--- config.mk ---
export PLATFORM = sky130hd
export DESIGN_NAME = peripheral_irq_enable_reg
export DESIGN_NICKNAME = d
export VERILOG_FILES = /design/src/shared/irq_enable_pkg.sv /design/src/hw/peripheral_irq_enable_reg.sv /design/src/hw/irq_gate.sv
export SDC_FILE = /design/constraint.sdc
export NUM_CORES = 1
export LEC_CHECK = 0
export ABC_CLOCK_PERIOD_IN_PS = 3700
export BUFFER_PORTS_ARGS = -buffer_cell sky130_fd_sc_hd__buf_2
export CORE_MARGIN = 3
export CORE_UTILIZATION = 36
export CTS_BUF_LIST = sky130_fd_sc_hd__clkbuf_16
export DETAILED_ROUTE_END_ITERATION = 10
export GPL_TIMING_DRIVEN = 0
export PLACE_DENSITY = 0.87
export SYNTH_ARGS = -nofsm -noshare
export SYNTH_HDL_FRONTEND = slang
export SYNTH_SLANG_ARGS = --single-unit
--- constraint.sdc ---
create_clock -name clk_i -period 3.7 [get_ports clk_i]
set_input_delay 0.37 -clock clk_i [delete_from_list [all_inputs] [get_ports clk_i]]
set_output_delay 0.37 -clock clk_i [all_outputs]
set_load 0.005 [all_outputs]
--- src/shared/irq_enable_pkg.sv ---
// constants for the peripheral interrupt enable register block
// What this block does
// - Bit 7 passes the nonvolatile write done interrupt when 1 and blocks it when 0.
// - Bit 6 passes the comparator interrupt when 1 and blocks it when 0.
// - Bit 5 passes the serial receive interrupt when 1 and blocks it when 0.
// - Bit 4 passes the serial transmit interrupt when 1 and blocks it when 0.
// - Bit 2 passes the capture/compare interrupt when 1 and blocks it when 0.
// - Bit 0 passes the 16-bit timer overflow interrupt when 1 and blocks it when 0.
// - Bit 1 passes the 8-bit timer period match interrupt when 1 and blocks it when 0.
package irq_enable_pkg;
    localparam logic [11:0] peripheral_irq_enable_1_off = 12'h08C;
    localparam logic [31:0] addr_byte = {20'h00000, peripheral_irq_enable_1_off};
    localparam logic [7:0]  enable_reset = 8'h00;
    localparam logic [7:0]  enable_wmask = 8'hF7;
    localparam logic [31:0] read_reset   = 32'h00000000;
    localparam logic [7:0]  request_reset = 8'h00;
    localparam int          nv_write_done_bit   = 7;
    localparam int          comparator_bit      = 6;
    localparam int          serial_rx_bit       = 5;
    localparam int          serial_tx_bit       = 4;
    localparam int          capture_compare_bit = 2;
    localparam int          period_match_bit    = 1;
    localparam int          timer16_bit         = 0;
    localparam int          src_count           = 8;
endpackage

--- src/hw/peripheral_irq_enable_reg.sv ---
// peripheral interrupt enable register with apb slave and request gating
//
// Design decision made here: the APB slave port.
`timescale 1ns/1ns
`default_nettype none
module peripheral_irq_enable_reg
(
    // clock and reset
    input  wire logic        clk_i,
    input  wire logic        rst_n_i,
    // apb slave
    input  wire logic        psel_i,
    input  wire logic        penable_i,
    input  wire logic        pwrite_i,
    input  wire logic [31:0] paddr_i,
    input  wire logic [31:0] pwdata_i,
    input  wire logic [3:0]  pstrb_i,
    output logic      [31:0] prdata_o,
    output logic             pready_o,
    output logic             pslverr_o,
    // peripheral request flags, same clock
    input  wire logic [7:0]  irq_flag_i,
    // enables and gated requests
    output logic      [7:0]  irq_enable_o,
    output logic      [7:0]  irq_request_o,
    output logic             irq_any_o
);
    logic [7:0]  enable_q;
    logic [7:0]  enable_d;
    logic [31:0] rdata_q;
    logic [31:0] rdata_d;
    logic [7:0]  req_q;
    logic        any_q;
    logic [7:0]  req_c;
    logic        any_c;

    function automatic logic hit(input logic [31:0] a);
        hit = (a == irq_enable_pkg::addr_byte);
    endfunction

    wire access   = psel_i && penable_i;
    wire setup    = psel_i && !penable_i;
    wire sel_hit  = hit(paddr_i);
    wire wr_fire  = access && pwrite_i && sel_hit && pstrb_i[0];

    // per-source enable fields
    wire nv_write_done_irq_en    = enable_q[irq_enable_pkg::nv_write_done_bit];
    wire comparator_irq_en       = enable_q[irq_enable_pkg::comparator_bit];
    wire serial_rx_irq_en        = enable_q[irq_enable_pkg::serial_rx_bit];
    wire serial_tx_irq_en        = enable_q[irq_enable_pkg::serial_tx_bit];
    wire capture_compare_irq_en  = enable_q[irq_enable_pkg::capture_compare_bit];
    wire timer16_overflow_irq_en = enable_q[irq_enable_pkg::timer16_bit];
    wire period_match_irq_en     = enable_q[irq_enable_pkg::period_match_bit];

    // bit 3 stays zero regardless of write data
    assign enable_d = wr_fire ? (pwdata_i[7:0] & irq_enable_pkg::enable_wmask) : enable_q;
    assign rdata_d  = (setup && !pwrite_i && sel_hit) ? {24'h000000, enable_q} : rdata_q;

    // enable register
    always_ff @(posedge clk_i)
    begin
        if (!rst_n_i)
            enable_q <= irq_enable_pkg::enable_reset;
        else
            enable_q <= enable_d;
    end

    // read data, captured in the setup phase of a read
    always_ff @(posedge clk_i)
    begin
        if (!rst_n_i)
            rdata_q <= irq_enable_pkg::read_reset;
        else
            rdata_q <= rdata_d;
    end

    // gated requests, one cycle behind the flags
    always_ff @(posedge clk_i)
    begin
        if (!rst_n_i)
        begin
            req_q <= irq_enable_pkg::request_reset;
            any_q <= 1'b0;
        end
        else
        begin
            req_q <= req_c;
            any_q <= any_c;
        end
    end

    // each bit gates its own source
    irq_gate i_irq_gate
    (
        .enable_i  (enable_q),
        .flag_i    (irq_flag_i),
        .request_o (req_c),
        .any_o     (any_c)
    );

    // zero wait states; unmapped access flags an error
    assign pready_o      = 1'b1;
    assign pslverr_o     = access && !sel_hit;
    assign prdata_o      = rdata_q;
    assign irq_enable_o  = enable_q;
    assign irq_request_o = req_q;
    assign irq_any_o     = any_q;

    // gating, one source per bit; a reset edge clears requests instead
    chk_nv_write_gate: assert property (@(posedge clk_i) disable iff (!rst_n_i)
        !nv_write_done_irq_en |=> !req_q[7])
        else $error("nv write request passed while disabled");

    chk_nv_write_pass: assert property (@(posedge clk_i) disable iff (!rst_n_i)
        (rst_n_i && nv_write_done_irq_en && irq_flag_i[7]) |=> req_q[7])
        else $error("nv write request blocked while enabled");

    chk_comparator_gate: assert property (@(posedge clk_i) disable iff (!rst_n_i)
        (rst_n_i && comparator_irq_en && irq_flag_i[6]) |=> req_q[6])
        else $error("comparator request blocked while enabled");

    chk_comparator_block: assert property (@(posedge clk_i) disable iff (!rst_n_i)
        !comparator_irq_en |=> !req_q[6])
        else $error("comparator request passed while disabled");

    chk_serial_rx_gate: assert property (@(posedge clk_i) disable iff (!rst_n_i)
        rst_n_i |=> req_q[5] == $past(serial_rx_irq_en && irq_flag_i[5]))
        else $error("serial rx request wrong");

    chk_serial_rx_block: assert property (@(posedge clk_i) disable iff (!rst_n_i)
        !serial_rx_irq_en |=> !req_q[5])
        else $error("serial rx request passed while disabled");

    chk_serial_tx_gate: assert property (@(posedge clk_i) disable iff (!rst_n_i)
        !serial_tx_irq_en |=> !req_q[4])
        else $error("serial tx request passed while disabled");

    chk_serial_tx_pass: assert property (@(posedge clk_i) disable iff (!rst_n_i)
        (rst_n_i && serial_tx_irq_en && irq_flag_i[4]) |=> req_q[4])
        else $error("serial tx request blocked while enabled");

    chk_capture_gate: assert property (@(posedge clk_i) disable iff (!rst_n_i)
        (rst_n_i && capture_compare_irq_en && irq_flag_i[2]) |=> req_q[2] && any_q)
        else $error("capture request blocked while enabled");

    chk_capture_block: assert property (@(posedge clk_i) disable iff (!rst_n_i)
        !capture_compare_irq_en |=> !req_q[2])
        else $error("capture request passed while disabled");

    chk_timer16_gate: assert property (@(posedge clk_i) disable iff (!rst_n_i)
        !timer16_overflow_irq_en |=> !req_q[0])
        else $error("timer overflow request passed while disabled");

    chk_timer16_pass: assert property (@(posedge clk_i) disable iff (!rst_n_i)
        (rst_n_i && timer16_overflow_irq_en && irq_flag_i[0]) |=> req_q[0])
        else $error("timer overflow request blocked while enabled");

    chk_period_gate: assert property (@(posedge clk_i) disable iff (!rst_n_i)
        (rst_n_i && period_match_irq_en && irq_flag_i[1]) |=> req_q[1])
        else $error("period match request blocked while enabled");

    chk_period_block: assert property (@(posedge clk_i) disable iff (!rst_n_i)
        !period_match_irq_en |=> !req_q[1])
        else $error("period match request passed while disabled");

    chk_flag_low_quiet: assert property (@(posedge clk_i) disable iff (!rst_n_i)
        (irq_flag_i == 8'h00) |=> (req_q == 8'h00))
        else $error("request without a flag");

    chk_request_word: assert property (@(posedge clk_i) disable iff (!rst_n_i)
        rst_n_i |=> req_q == $past(enable_q & irq_flag_i))
        else $error("gated request word wrong");

    chk_any_follows: assert property (@(posedge clk_i) disable iff (!rst_n_i)
        rst_n_i |=> any_q == $past(|(enable_q & irq_flag_i)))
        else $error("combined request wrong");

    // register access
    chk_bit3_zero: assert property (@(posedge clk_i) disable iff (!rst_n_i)
        !enable_q[3] && !rdata_q[3])
        else $error("unimplemented bit 3 set");

    chk_bit3_write: assert property (@(posedge clk_i) disable iff (!rst_n_i)
        (rst_n_i && wr_fire && pwdata_i[3]) |=> !enable_q[3])
        else $error("bit 3 took a write");

    chk_write_takes: assert property (@(posedge clk_i) disable iff (!rst_n_i)
        (rst_n_i && wr_fire) |=> enable_q == ($past(pwdata_i[7:0]) & irq_enable_pkg::enable_wmask))
        else $error("write not stored");

    chk_idle_hold: assert property (@(posedge clk_i) disable iff (!rst_n_i)
        (rst_n_i && !wr_fire) |=> $stable(enable_q))
        else $error("enables changed without a write");

    chk_strobe_ignored: assert property (@(posedge clk_i) disable iff (!rst_n_i)
        (rst_n_i && access && pwrite_i && !pstrb_i[0]) |=> $stable(enable_q))
        else $error("write without low byte strobe stored");

    chk_unmapped_ignored: assert property (@(posedge clk_i) disable iff (!rst_n_i)
        (rst_n_i && access && pwrite_i && !sel_hit) |=> $stable(enable_q))
        else $error("unmapped write stored");

    chk_read_capture: assert property (@(posedge clk_i) disable iff (!rst_n_i)
        (rst_n_i && setup && !pwrite_i && sel_hit) |=> prdata_o == {24'h000000, $past(enable_q)})
        else $error("read data not captured");

    chk_read_hold: assert property (@(posedge clk_i) disable iff (!rst_n_i)
        (rst_n_i && !(setup && !pwrite_i && sel_hit)) |=> $stable(prdata_o))
        else $error("read data changed outside a read");

    chk_read_upper_zero: assert property (@(posedge clk_i) disable iff (!rst_n_i)
        prdata_o[31:8] == 24'h000000 && !prdata_o[3])
        else $error("read data has unused bits set");

    chk_unmapped_error: assert property (@(posedge clk_i) disable iff (!rst_n_i)
        (psel_i && penable_i && paddr_i != irq_enable_pkg::addr_byte) |-> pslverr_o)
        else $error("unmapped access without error");

    chk_mapped_no_error: assert property (@(posedge clk_i) disable iff (!rst_n_i)
        (psel_i && penable_i && paddr_i == irq_enable_pkg::addr_byte) |-> !pslverr_o)
        else $error("mapped access flagged as error");

    // reset
    chk_reset_clear: assert property (@(posedge clk_i)
        !rst_n_i |=> enable_q == irq_enable_pkg::enable_reset && req_q == 8'h00 && !any_q)
        else $error("reset did not clear enables");

    chk_reset_outputs: assert property (@(posedge clk_i)
        !rst_n_i |=> prdata_o == irq_enable_pkg::read_reset && !irq_any_o)
        else $error("reset did not clear outputs");
endmodule
`default_nettype wire

--- src/hw/irq_gate.sv ---
// per-source gating of request flags by enable bits
`timescale 1ns/1ns
`default_nettype none
module irq_gate
(
    // enables and flags
    input  wire logic [7:0] enable_i,
    input  wire logic [7:0] flag_i,
    // gated requests
    output logic      [7:0] request_o,
    output logic            any_o
);
    assign request_o = enable_i & flag_i;
    assign any_o     = |request_o;
endmodule
`default_nettype wire

; Yosys cells after proc, flatten, opt, wreduce, memory -nomap -nowiden
; Index checks and enable logic that the tools add are counted.
[word_totals]
regBits = 23
input_bits = 81
out_inout_bits = 51
word_cells = 18
[classes]
n_eq_ne = 1
bitwise = 1
n_reduce_logical = 12
[ops]
columns = op, count
row1 = "32-bit by 8-bit == test with 1-bit output, second input constant", 1
row2 = 8-bit AND, 1
row3 = 1-bit logical AND, 8
row4 = 8-bit OR reduction, 1
row5 = 1-bit logical NOT, 3

; Longest topological paths before layout
; Gate-level depths: netlist of run 1.
[depth]
word_depth = 4
depth_mapped = 4
mapped_depth_nobuf = 4

; Hierarchy
; From an unflattened synthesis of run 1, not the netlist that was laid out.
[hier_totals]
cells_unflattened = 126
area_unflattened_um2 = 1223.7
[by_module_without_submodules]
columns = module, n_inst, cells_each, area_each_um2, seq_area_each_um2
row1 = peripheral_irq_enable_reg, 1, 115, 1149.9, 460.4
row2 = irq_gate, 1, 11, 73.8, 0.0

; Least setup slack after synthesis of run 1
; OpenSTA, ideal clock, no wires.
[synth_path]
kind = input to register
from = input paddr_i[18]
to = register enable_q[0], in the netlist irq_enable_o[0]
setup_ps = 72
arrival_time_ps = 1470
required_time_ps = 3628
path_slack_ps = 2158
stages = 4
path_buffers = 0
path_cell_list = nor4_2 > nand4_2 > nor3_4 > mux2i_1
[synth_between]
elab_chain_cells = 3
[synth_lines]
columns = item, line
row1 = start: declaration, peripheral_irq_enable_reg.sv:15  ; input wire logic [31:0] paddr_i,
row2 = 32-bit by 8-bit == test with 1-bit output, peripheral_irq_enable_reg.sv:38  ; hit = (a == irq_enable_pkg::addr_byte);
row3 = 1-bit logical AND (2 in a row), peripheral_irq_enable_reg.sv:44  ; wire wr_fire = access && pwrite_i && sel_hit && pstrb_i[0];
row4 = end signal: assignment, peripheral_irq_enable_reg.sv:63  ; enable_q <= irq_enable_pkg::enable_reset;
row5 = end signal: assignment, peripheral_irq_enable_reg.sv:65  ; enable_q <= enable_d;
row6 = end: declaration, peripheral_irq_enable_reg.sv:28  ; logic [7:0] enable_q;
; Every way passes these cells.
; A chain may end at the register's enable or synchronous reset.

; Final worst setup path of run 1
[layout_path]
from = input paddr_i[5]
to = output pslverr_o
[layout_between]
elab_chain_cells = 3
[layout_lines]
columns = item, line
row1 = 32-bit by 8-bit == test with 1-bit output, peripheral_irq_enable_reg.sv:38
row2 = 1-bit logical NOT, peripheral_irq_enable_reg.sv:103  ; assign pslverr_o = access && !sel_hit;
row3 = 1-bit logical AND, peripheral_irq_enable_reg.sv:103
row4 = end: declaration, peripheral_irq_enable_reg.sv:20  ; output logic pslverr_o,
; Every way passes these cells.

==> results.sh, run 1 <==
export IMPL_cp_num_buf_inv=2
export IMPL_max_vdd_ir_drop_uv=195
export IMPL_grt_pass1_wl_um=4660
export IMPL_grt_pass1_vias=1120
export IMPL_core_area_mm2=0.00290
export IMPL_gp_congestion=0.721
export IMPL_leakagePower_uw=0.000965
export IMPL_die_h_um=62.8
export IMPL_route_detailed_drc=0
export IMPL_insertion_delay_ps=250
export IMPL_portBuffers=73
export IMPL_fin_area_mm2=0.00175
export IMPL_grt_max_degree=13
export IMPL_dpl_cell_area_mm2=0.00168
export IMPL_fmax_ghz=0.566
export IMPL_die_w_um=62.8
export IMPL_firstDrtPassIters=4
export IMPL_cpMostUsedCell="buf_2"
export IMPL_dp_cells=259
export IMPL_n_fill_cell=252
export IMPL_fin_tns_setup_ps=0
export IMPL_wl_per_cell_um=10.8
export IMPL_cts_max_level=1
export IMPL_worstSetupStartpointType="input port"
export IMPL_ios=132
export IMPL_drtIter0Drc=59
export IMPL_power_uw=535
export IMPL_setup_viol=0
export IMPL_fin_util=0.605
export IMPL_overflow=0
export IMPL_cts_buffers=3
export IMPL_netlist_area_mm2=0.00116
export IMPL_cp_top_family="simple AND/OR/NAND/NOR gates"
export IMPL_finalWirelength_um=2850
export IMPL_ys_ff_latch=22
export IMPL_synth_top_family_by_area="simple AND/OR/NAND/NOR gates"
export IMPL_num_rows=19
export IMPL_start_util=0.400
export IMPL_yosysSeqAreaShare=0.380
export IMPL_crit_path_end_kind="output port"
export IMPL_path_cells="buf_2, nor4b_2, nand4_2, o211a_1, buf_2"
export IMPL_hold_path_class="in2reg"
export IMPL_avgViaCountPerCell=4.12
export IMPL_synth_compound_area_frac=0.0356
export IMPL_cts_sinks=22
export IMPL_synth_cell_types=20
export IMPL_muxShareOfSynthArea=0.121
export IMPL_synth_xor_area_share=0
export IMPL_syn2layout_area_growth_pct=51.2
export IMPL_synthCells=118
export IMPL_fin_nets=303
export IMPL_critical_path_class="in2out"
export IMPL_antenna_found_initial=0
export IMPL_finalCriticalPeriod_ps=1770
export IMPL_hold_buffers=0
export IMPL_rsz0062_at_grt="no"
export IMPL_max_stage_delay_ps=300
export IMPL_antenna_left=0
export IMPL_final_cells=263
export IMPL_antenna_cells=0
export IMPL_period_share=0.477
export IMPL_num_vias=1084
export IMPL_maxCapViolations=0
export IMPL_critPathSlowestCell="nor4b_2"
export IMPL_drive_gt1_frac=0.525
export IMPL_finalHoldViolations=0
export IMPL_required_ps=3330
export IMPL_clockBufferDepth=2
export IMPL_syn_avg_cell_area_um2=9.83
export IMPL_yosys_warnings=0
export IMPL_root_buffer="clkbuf_16"
export IMPL_fin_skew_ps=2.95
export IMPL_cts_setup_buffers=0
export IMPL_cts_resized_gates=0
export IMPL_dp_hpwl_um=2440
export IMPL_arrival_ps=1400
export IMPL_yosys_area_share_adder=0
export IMPL_p_per_area_mw_per_mm2=305
export IMPL_dieArea_mm2=0.00394
export IMPL_cts_tree="built"
export IMPL_synth_simple_area_share=0.263
export IMPL_status="finished clean"
export IMPL_grt_total_usage=0.145
export IMPL_crit_fanout=3
export IMPL_drv_slew=0
export IMPL_clkTransAtPathRegs_ps=60
==> per-stage QoR <==
step	worst slack, ps	hold slack (ps)
finish	1930	363
global placement	1920	442
CTS	1930	362
global route	1850	362
floorplan	2160	451
detailed placement	1900	449
==> routing by layer <==
metal	up-vias	GRT usage	wire, um
met5	-	0	0
met4	0	0.0661	49
met3	5	0.0288	213
met2	47	0.285	1580
met1	472	0.143	1010
li1	560	-	-
==> synthesized netlist by cell type, drive strengths merged <==
| library cell | n | area (um^2) |
|---|---|---|
| nor4 | 6 | 83.8 |
| buf | 28 | 210 |
| and3 | 7 | 43.8 |
| a31oi | 1 | 6.26 |
| clkbuf | 3 | 11.3 |
| nor3 | 2 | 32.5 |
| a222oi | 1 | 10.0 |
| conb | 2 | 7.51 |
| nand4 | 3 | 31.3 |
| inv | 1 | 3.75 |
| a22oi | 2 | 15.0 |
| o211a | 1 | 10.0 |
| nor2 | 1 | 3.75 |
| nand2 | 22 | 82.6 |
| dfxtp | 22 | 440 |
| mux2i | 14 | 140 |
| nor4b | 1 | 15.0 |
| and4bb | 1 | 12.5 |
==> cells in the final DEF, fill, tap and decap left out <==
master	instances
and3_1	7
buf_2	73
mux2i_1	14
nor4_4	1
a22oi_1	2
clkinv_1	1
nand4_1	1
clkbuf_16	3
nand4_2	2
clkbuf_1	3
nor4b_2	1
and4bb_2	1
nor2_1	1
nor3_4	2
nor4_2	5
buf_4	28
conb_1	28
a31oi_1	1
nand2_1	22
inv_1	1
o211a_1	1
a222oi_1	1
dfxtp_1	22
==> layout make-up <==
class                   count  area, um^2  share of cell area
clock inverters             1        3.75             0.00214
clock buffers               3        75.1              0.0428
multi-input cells          90         592               0.337
flip-flops and latches     22         440               0.251
inverters                   1        3.75             0.00214
plain buffers              31         221               0.126
repair buffers             73         365               0.208
well taps                  42        52.6              0.0300
==> path summary, 6_finish.rpt <==
check	from	to	slack [ps]	cells past startpoint
setup / recovery	paddr_i[5]	pslverr_o	1930	5
hold / removal	pwdata_i[4]	irq_enable_o[4]	360	3
setup reg to reg	irq_enable_o[4]	irq_any_o	2790	2
hold reg to reg	prdata_o[1]	prdata_o[1]	460	2
==> power breakdown <==
group	leakage (uW)	internal [uW]	switching (uW)
registers	0.000177	237	0.00000000182
clock network	0.0000385	144	81.1
logic	0.000749	42.6	30.5
total	0.000965	424	112
==> cells by family after synthesis <==
kind of cell           after synthesis
other                                2
DFF                                 22
AOI/OAI and AO/OA                    5
muxes                               14
buffers and inverters               32
and+or+nand+nor                     43
==> worst reg2reg max path, delay by kind of cell, from the launching register on <==
kind,cells,cell delay [ps]
AOI/OAI and AO/OA,2,460
DFF,1,330
==> flip-flops by register name (all words and copies together) (netlist names) <==
| register | count |
|---|---|
| irq_enable_o | 7 |
| irq_request_o | 7 |
| prdata_o | 7 |
| irq_any_o | 1 |
(Power assumes the default switching activity.)
==> run 2: changes to the inputs <==
--- a/config.mk
+++ b/config.mk
@@ -5,14 +5,14 @@
 export SDC_FILE = /design/constraint.sdc
 export NUM_CORES = 1
 export LEC_CHECK = 0
-export ABC_CLOCK_PERIOD_IN_PS = 3700
+export ABC_CLOCK_PERIOD_IN_PS = 1600
 export BUFFER_PORTS_ARGS = -buffer_cell sky130_fd_sc_hd__buf_2
 export CORE_MARGIN = 3
-export CORE_UTILIZATION = 36
+export CORE_UTILIZATION = 30
 export CTS_BUF_LIST = sky130_fd_sc_hd__clkbuf_16
 export DETAILED_ROUTE_END_ITERATION = 10
 export GPL_TIMING_DRIVEN = 0
-export PLACE_DENSITY = 0.87
+export PLACE_DENSITY = 0.78
 export SYNTH_ARGS = -nofsm -noshare
 export SYNTH_HDL_FRONTEND = slang
 export SYNTH_SLANG_ARGS = --single-unit
==> constraint.sdc (replaced) <==
create_clock -name clk_i -period 1.6 [get_ports clk_i]
set_input_delay 0.16 -clock clk_i [delete_from_list [all_inputs] [get_ports clk_i]]
set_output_delay 0.16 -clock clk_i [all_outputs]
set_load 0.005 [all_outputs]
==> run 2 against run 1 <==
  * Sequential power increased by 130%
  * Cell count increased by 1.5%
  * Core utilization decreased by 9.8 points
  * Setup slack got worse by 1700 ps
  * Sequential cell count unchanged
  * Hold slack got worse by 210 ps
  * First-iteration DRC count increased by 58%
  * Register-to-register slack got worse by 2100 ps
==> results.sh, run 2 (same netlist as run 1, synthesis figures left out) <==
export IMPL_status="finished clean"
export IMPL_maxCapViolations=0
export IMPL_cts_buffers=3
export IMPL_leakagePower_uw=0.000978
export IMPL_dieArea_mm2=0.00465
export IMPL_route_detailed_drc=0
export IMPL_cts_setup_buffers=0
export IMPL_finalWirelength_um=2720
export IMPL_core_area_mm2=0.00352
export IMPL_finalCriticalPeriod_ps=1340
export IMPL_hold_buffers=0
export IMPL_hold_path_class="in2reg"
export IMPL_drv_slew=0
export IMPL_setup_viol=0
export IMPL_cts_max_level=1
export IMPL_rsz0062_at_grt="no"
export IMPL_gp_congestion=0.694
export IMPL_ios=132
export IMPL_die_h_um=68.2
export IMPL_grt_pass1_vias=1004
export IMPL_clkTransAtPathRegs_ps=60
export IMPL_overflow=0
export IMPL_required_ps=1780
export IMPL_avgViaCountPerCell=3.96
export IMPL_root_buffer="clkbuf_16"
export IMPL_critical_path_class="in2reg"
export IMPL_combPwrFrac=0.120
export IMPL_layout_commonest_cell="buf_2"
export IMPL_switchingPower_uw=252
export IMPL_fin_util=0.507
export IMPL_final_cells=267
export IMPL_antenna_left=0
export IMPL_p_per_area_mw_per_mm2=781
export IMPL_whs_ps=150
export IMPL_period_share=0.838
export IMPL_grt_pass1_wl_um=3950
export IMPL_insertion_delay_ps=250
export IMPL_fin_nets=303
export IMPL_dp_cells=263
export IMPL_finalHoldViolations=0
export IMPL_num_vias=1056
export IMPL_p_clk_frac=0.487
export IMPL_fin_skew_ps=3.10
export IMPL_portBuffers=73
export IMPL_grt_total_usage=0.109
export IMPL_cts_resized_gates=0
export IMPL_crit_fanout=7
export IMPL_p_sw_frac=0.181
export IMPL_worstSetupStartpointType="input port"
export IMPL_cts_tree="built"
export IMPL_cts_sinks=22
export IMPL_power_frac_seq=0.393
export IMPL_num_rows=21
export IMPL_start_util=0.329
export IMPL_die_w_um=68.2
export IMPL_firstDrtPassIters=4
export IMPL_antenna_found_initial=0
export IMPL_syn2layout_area_growth_pct=53.9
export IMPL_crit_path_end_kind="flip-flop"
export IMPL_wl_per_cell_um=10.2
export IMPL_final_cell_mix="73 x buf_2, 28 x buf_4, 28 x conb_1, 22 x nand2_1, 22 x dfxtp_1"
export IMPL_internal_power_uw=1140
export IMPL_drtIter0Drc=93
export IMPL_arrival_ps=1520
export IMPL_drive_gt1_frac=0.529
export IMPL_fmax_ghz=0.746
export IMPL_antenna_cells=0
export IMPL_dp_hpwl_um=2360
export IMPL_grt_max_degree=14
export IMPL_max_vdd_ir_drop_uv=374
export IMPL_clockBufferDepth=2
[run 2: cell types whose count changed in the layout (fill, tap and decap cells not counted), sizes merged]
| cell | before | now |
|---|---|---|
| bufinv | 0 | 1 |
| clkinv | 1 | 0 |
[run 2: power by group through the flow]
stage	logic [uW]	registers, uW	clock network, uW
CTS	165	548	690
floorplan	89.2	560	0
detailed placement	165	560	0
global placement	163	560	0
global route	186	547	715
finish	167	548	679
[run 2: worst max-delay path, stage by stage]
cell and delay (ps):
buf_2 100, nor4_2 290, nand4_2 220, nor3_4 480, mux2i_1 250
[run 2: final cells by class]
type	instances	area, um^2
Fill cell	328	1740
Multi-Input combinational cell	90	592
Sequential cell	22	440
Timing Repair Buffer	73	365
Buffer	31	221
Clock buffer	3	75.1
Tap cell	46	57.6
Clock inverter	1	30.0
Inverter	1	3.75
[run 2: worst paths after layout]
| check | from | end | slack [ps] | depth (start not counted) |
|---|---|---|---|---|
| setup reg to reg | irq_enable_o[4] | irq_any_o | 720 | 2 |
| hold reg to reg | prdata_o[6] | prdata_o[6] | 460 | 2 |
| hold / removal | pwdata_i[5] | irq_enable_o[5] | 150 | 3 |
| setup / recovery | paddr_i[17] | irq_enable_o[2] | 260 | 5 |
[run 2: metal layers]
| metal | track usage | vias to the layer above | share of wire |
|---|---|---|---|
| met5 | 0 | - | 0 |
| met4 | 0.0298 | 0 | 0.0066 |
| met3 | 0.0263 | 2 | 0.11 |
| met2 | 0.211 | 53 | 0.51 |
| met1 | 0.115 | 445 | 0.37 |
| li1 | - | 556 | - |
[run 2: metrics by stage]
stage          setup slack [ps]  power (uW)  instance area (um^2)  TNS, ps
2_1_floorplan               268         649                  1260        0
3_3_place_gp               14.5         723                  1680        0
3_5_place_dp              -16.2         725                  1680    -18.5
4_1_cts                     231        1400                  1790        0
5_1_grt                     161        1450                  1790        0
6_report                    259        1390                  1790        0
==> run 3: changes to the inputs <==
--- a/config.mk
+++ b/config.mk
@@ -5,14 +5,15 @@
 export SDC_FILE = /design/constraint.sdc
 export NUM_CORES = 1
 export LEC_CHECK = 0
-export ABC_CLOCK_PERIOD_IN_PS = 1600
+export ABC_AREA = 1
+export ABC_CLOCK_PERIOD_IN_PS = 1100
 export BUFFER_PORTS_ARGS = -buffer_cell sky130_fd_sc_hd__buf_2
 export CORE_MARGIN = 3
-export CORE_UTILIZATION = 30
+export CORE_UTILIZATION = 33
 export CTS_BUF_LIST = sky130_fd_sc_hd__clkbuf_16
 export DETAILED_ROUTE_END_ITERATION = 10
 export GPL_TIMING_DRIVEN = 0
-export PLACE_DENSITY = 0.78
+export PLACE_DENSITY = 0.79
 export SYNTH_ARGS = -nofsm -noshare
 export SYNTH_HDL_FRONTEND = slang
 export SYNTH_SLANG_ARGS = --single-unit
==> constraint.sdc (replaced) <==
create_clock -name clk_i -period 1.1 [get_ports clk_i]
set_input_delay 0.11 -clock clk_i [delete_from_list [all_inputs] [get_ports clk_i]]
set_output_delay 0.11 -clock clk_i [all_outputs]
set_load 0.005 [all_outputs]
==> run 3 against run 2 <==
  * Synthesized cell count is 84% higher
  * Die area is 6.7% higher
  * Cell count is 40% higher
  * Total power is 51% higher
  * Combinational power is 77% higher
  * Sequential share of layout area is 3.0 points lower
  * Hold slack worse by 54 ps
  * Clock power is 50% higher
  * Count of clock-buffer cells in the layout stayed put
  * Register-to-register slack worse by 410 ps
  * Core utilization is 2.4 points higher
  * Global-route usage is 1.7 points higher
  * Critical endpoint is now pslverr_o
  * Largest cell class unchanged
==> results.sh, run 3 <==
export IMPL_rsz0062_at_grt="no"
export IMPL_crit_fanout=3
export IMPL_synthCells=217
export IMPL_dp_hpwl_um=2890
export IMPL_leakagePower_uw=0.00112
export IMPL_setup_viol=0
export IMPL_power_uw=2110
export IMPL_die_h_um=70.4
export IMPL_yosysTopAreaCell="dfxtp_1"
export IMPL_insertion_delay_ps=250
export IMPL_multiInputGateArea_um2=699
export IMPL_num_vias=1520
export IMPL_path_cells="buf_2, inv_1, nor2_2, nand2_1, nor2_1, nand2_1, nor2_4, nor2_1, buf_2"
export IMPL_cts_tree="built"
export IMPL_yosysSeqAreaShare=0.321
export IMPL_dieArea_mm2=0.00496
export IMPL_cts_sinks=22
export IMPL_drtIter0Drc=26
export IMPL_antenna_left=0
export IMPL_avgViaCountPerCell=4.08
export IMPL_finalCriticalPeriod_ps=982
export IMPL_hold_path_class="in2reg"
export IMPL_dpl_cell_area_mm2=0.00190
export IMPL_cp_num_buf_inv=3
export IMPL_synth_top_area_share=0.321
export IMPL_fin_skew_ps=0.720
export IMPL_maxCapViolations=0
export IMPL_final_cells=373
export IMPL_syn_avg_cell_area_um2=6.31
export IMPL_antenna_cells=0
export IMPL_start_util=0.358
export IMPL_wl_met2_um=1700
export IMPL_yosysMostFrequentCell="nor2_1"
export IMPL_synth_main_ff_cell="dfxtp_1"
export IMPL_grt_max_degree=14
export IMPL_drt_met1_wl_um=1420
export IMPL_overflow=0
export IMPL_required_ps=990
export IMPL_ios=132
export IMPL_fin_area_mm2=0.00203
export IMPL_fin_nets=407
export IMPL_finalHoldViolations=0
export IMPL_grt_total_usage=0.126
export IMPL_grt_pass1_wl_um=5330
export IMPL_netlist_top_cells_count="63 x nor2_1, 45 x nand2_1, 28 x buf_4"
export IMPL_cts_max_level=1
export IMPL_max_stage_delay_ps=130
export IMPL_yosys_warnings=0
export IMPL_firstDrtPassIters=4
export IMPL_fin_tns_setup_ps=0
export IMPL_wl_per_cell_um=9.21
export IMPL_max_vdd_ir_drop_uv=784
export IMPL_cp_top_family="simple AND/OR/NAND/NOR gates"
export IMPL_top_layer="met4"
export IMPL_antenna_found_initial=0
export IMPL_clockBufferDepth=2
export IMPL_period_share=0.893
export IMPL_num_rows=22
export IMPL_critical_path_class="in2out"
export IMPL_arrival_ps=870
export IMPL_fmax_ghz=1.02
export IMPL_worstSetupStartpointType="input port"
export IMPL_n_fill_cell=388
export IMPL_cts_buffers=3
export IMPL_core_area_mm2=0.00383
export IMPL_synth_cell_types=13
export IMPL_finalWirelength_um=3440
export IMPL_netlist_area_mm2=0.00137
export IMPL_synth_area_leaders="dfxtp_1 32%, nor2_1 17%, buf_4 15%, nand2_1 12%, a21oi_1 5.5%"
export IMPL_critPathSlowestCell="buf_2"
export IMPL_route_detailed_drc=0
export IMPL_die_w_um=70.4
export IMPL_final_cell_mix="74 x buf_2, 62 x nor2_1, 45 x nand2_1, 33 x buf_4, 28 x conb_1"
export IMPL_crit_path_end_kind="output port"
export IMPL_wl_met3_um=278
export IMPL_root_buffer="clkbuf_16"
export IMPL_drv_slew=0
export IMPL_grt_pass1_vias=1362
export IMPL_register_area_um2=440
export IMPL_clkTransAtPathRegs_ps=60
export IMPL_layout_commonest_cell="buf_2"
export IMPL_dp_cells=365
export IMPL_async_flop_share=0
export IMPL_ys_ff_latch=22
export IMPL_fin_util=0.531
export IMPL_drive_gt1_frac=0.363
export IMPL_portBuffers=74
export IMPL_p_per_area_mw_per_mm2=1040
export IMPL_synth_edff_count=0
export IMPL_gp_congestion=0.795
export IMPL_status="finished clean"
export IMPL_syn2layout_area_growth_pct=48.3
-- run 3: kinds of logic (layout without fill, tap and decap cells) --
group	count (synthesis)	after routing	share of synthesized area
simple gates	126	126	0.377
buf+inv	52	134	0.241
flops	22	22	0.321
compound gates	15	15	0.0548
other cells	2	28	0.00548
-- run 3: final cells by class --
cell class | count | share of cell area
multi-input cells | 169 | 0.344
flip-flops and latches | 22 | 0.217
repair buffers | 79 | 0.201
plain buffers | 32 | 0.122
clock buffers | 3 | 0.0369
inverters | 19 | 0.0351
well taps | 48 | 0.0296
clock inverters | 1 | 0.0148
-- run 3: tightest hold or removal path: stages --
cell     delay [ps]
buf_2            70
nand2_1          60
nor2_1           70
-- run 3: stage by stage --
step	worst slack (ps)	hold slack, ps
detailed placement	-106	351
floorplan	141	231
global route	8.39	112
finish	118	95.6
global placement	-106	354
CTS	42.4	97.5
-- run 3: routing by layer --
layer,vias to the layer above,global-route usage
li1,826,-
met1,637,0.140
met2,51,0.233
met3,6,0.0345
met4,0,0.0340
met5,-,0
-- run 3: timing repair --
item | CTS | global route
cloned | 0 | 0
setup endpoints to repair | 1 | 9
setup buffers | 2 | 3
gates resized for setup | 0 | 1
pin swaps | 1 | 7
hold buffers | 0 | 0
-- run 3: path summary, 6_finish.rpt --
check,depth (start not counted),endpoint,startpoint,slack [ps]
worst max-delay path,9,pslverr_o,paddr_i[7],120
worst min register to register,2,irq_request_o[2],irq_enable_o[2],490
worst min-delay path,3,irq_request_o[2],irq_flag_i[2],100
worst max register to register,4,irq_any_o,irq_enable_o[7],310
-- run 3: report_power, final --
| group | internal (uW) | switching, uW |
|---|---|---|
| registers | 796 | 0.0000000262 |
| clock network | 722 | 293 |
| logic | 162 | 133 |
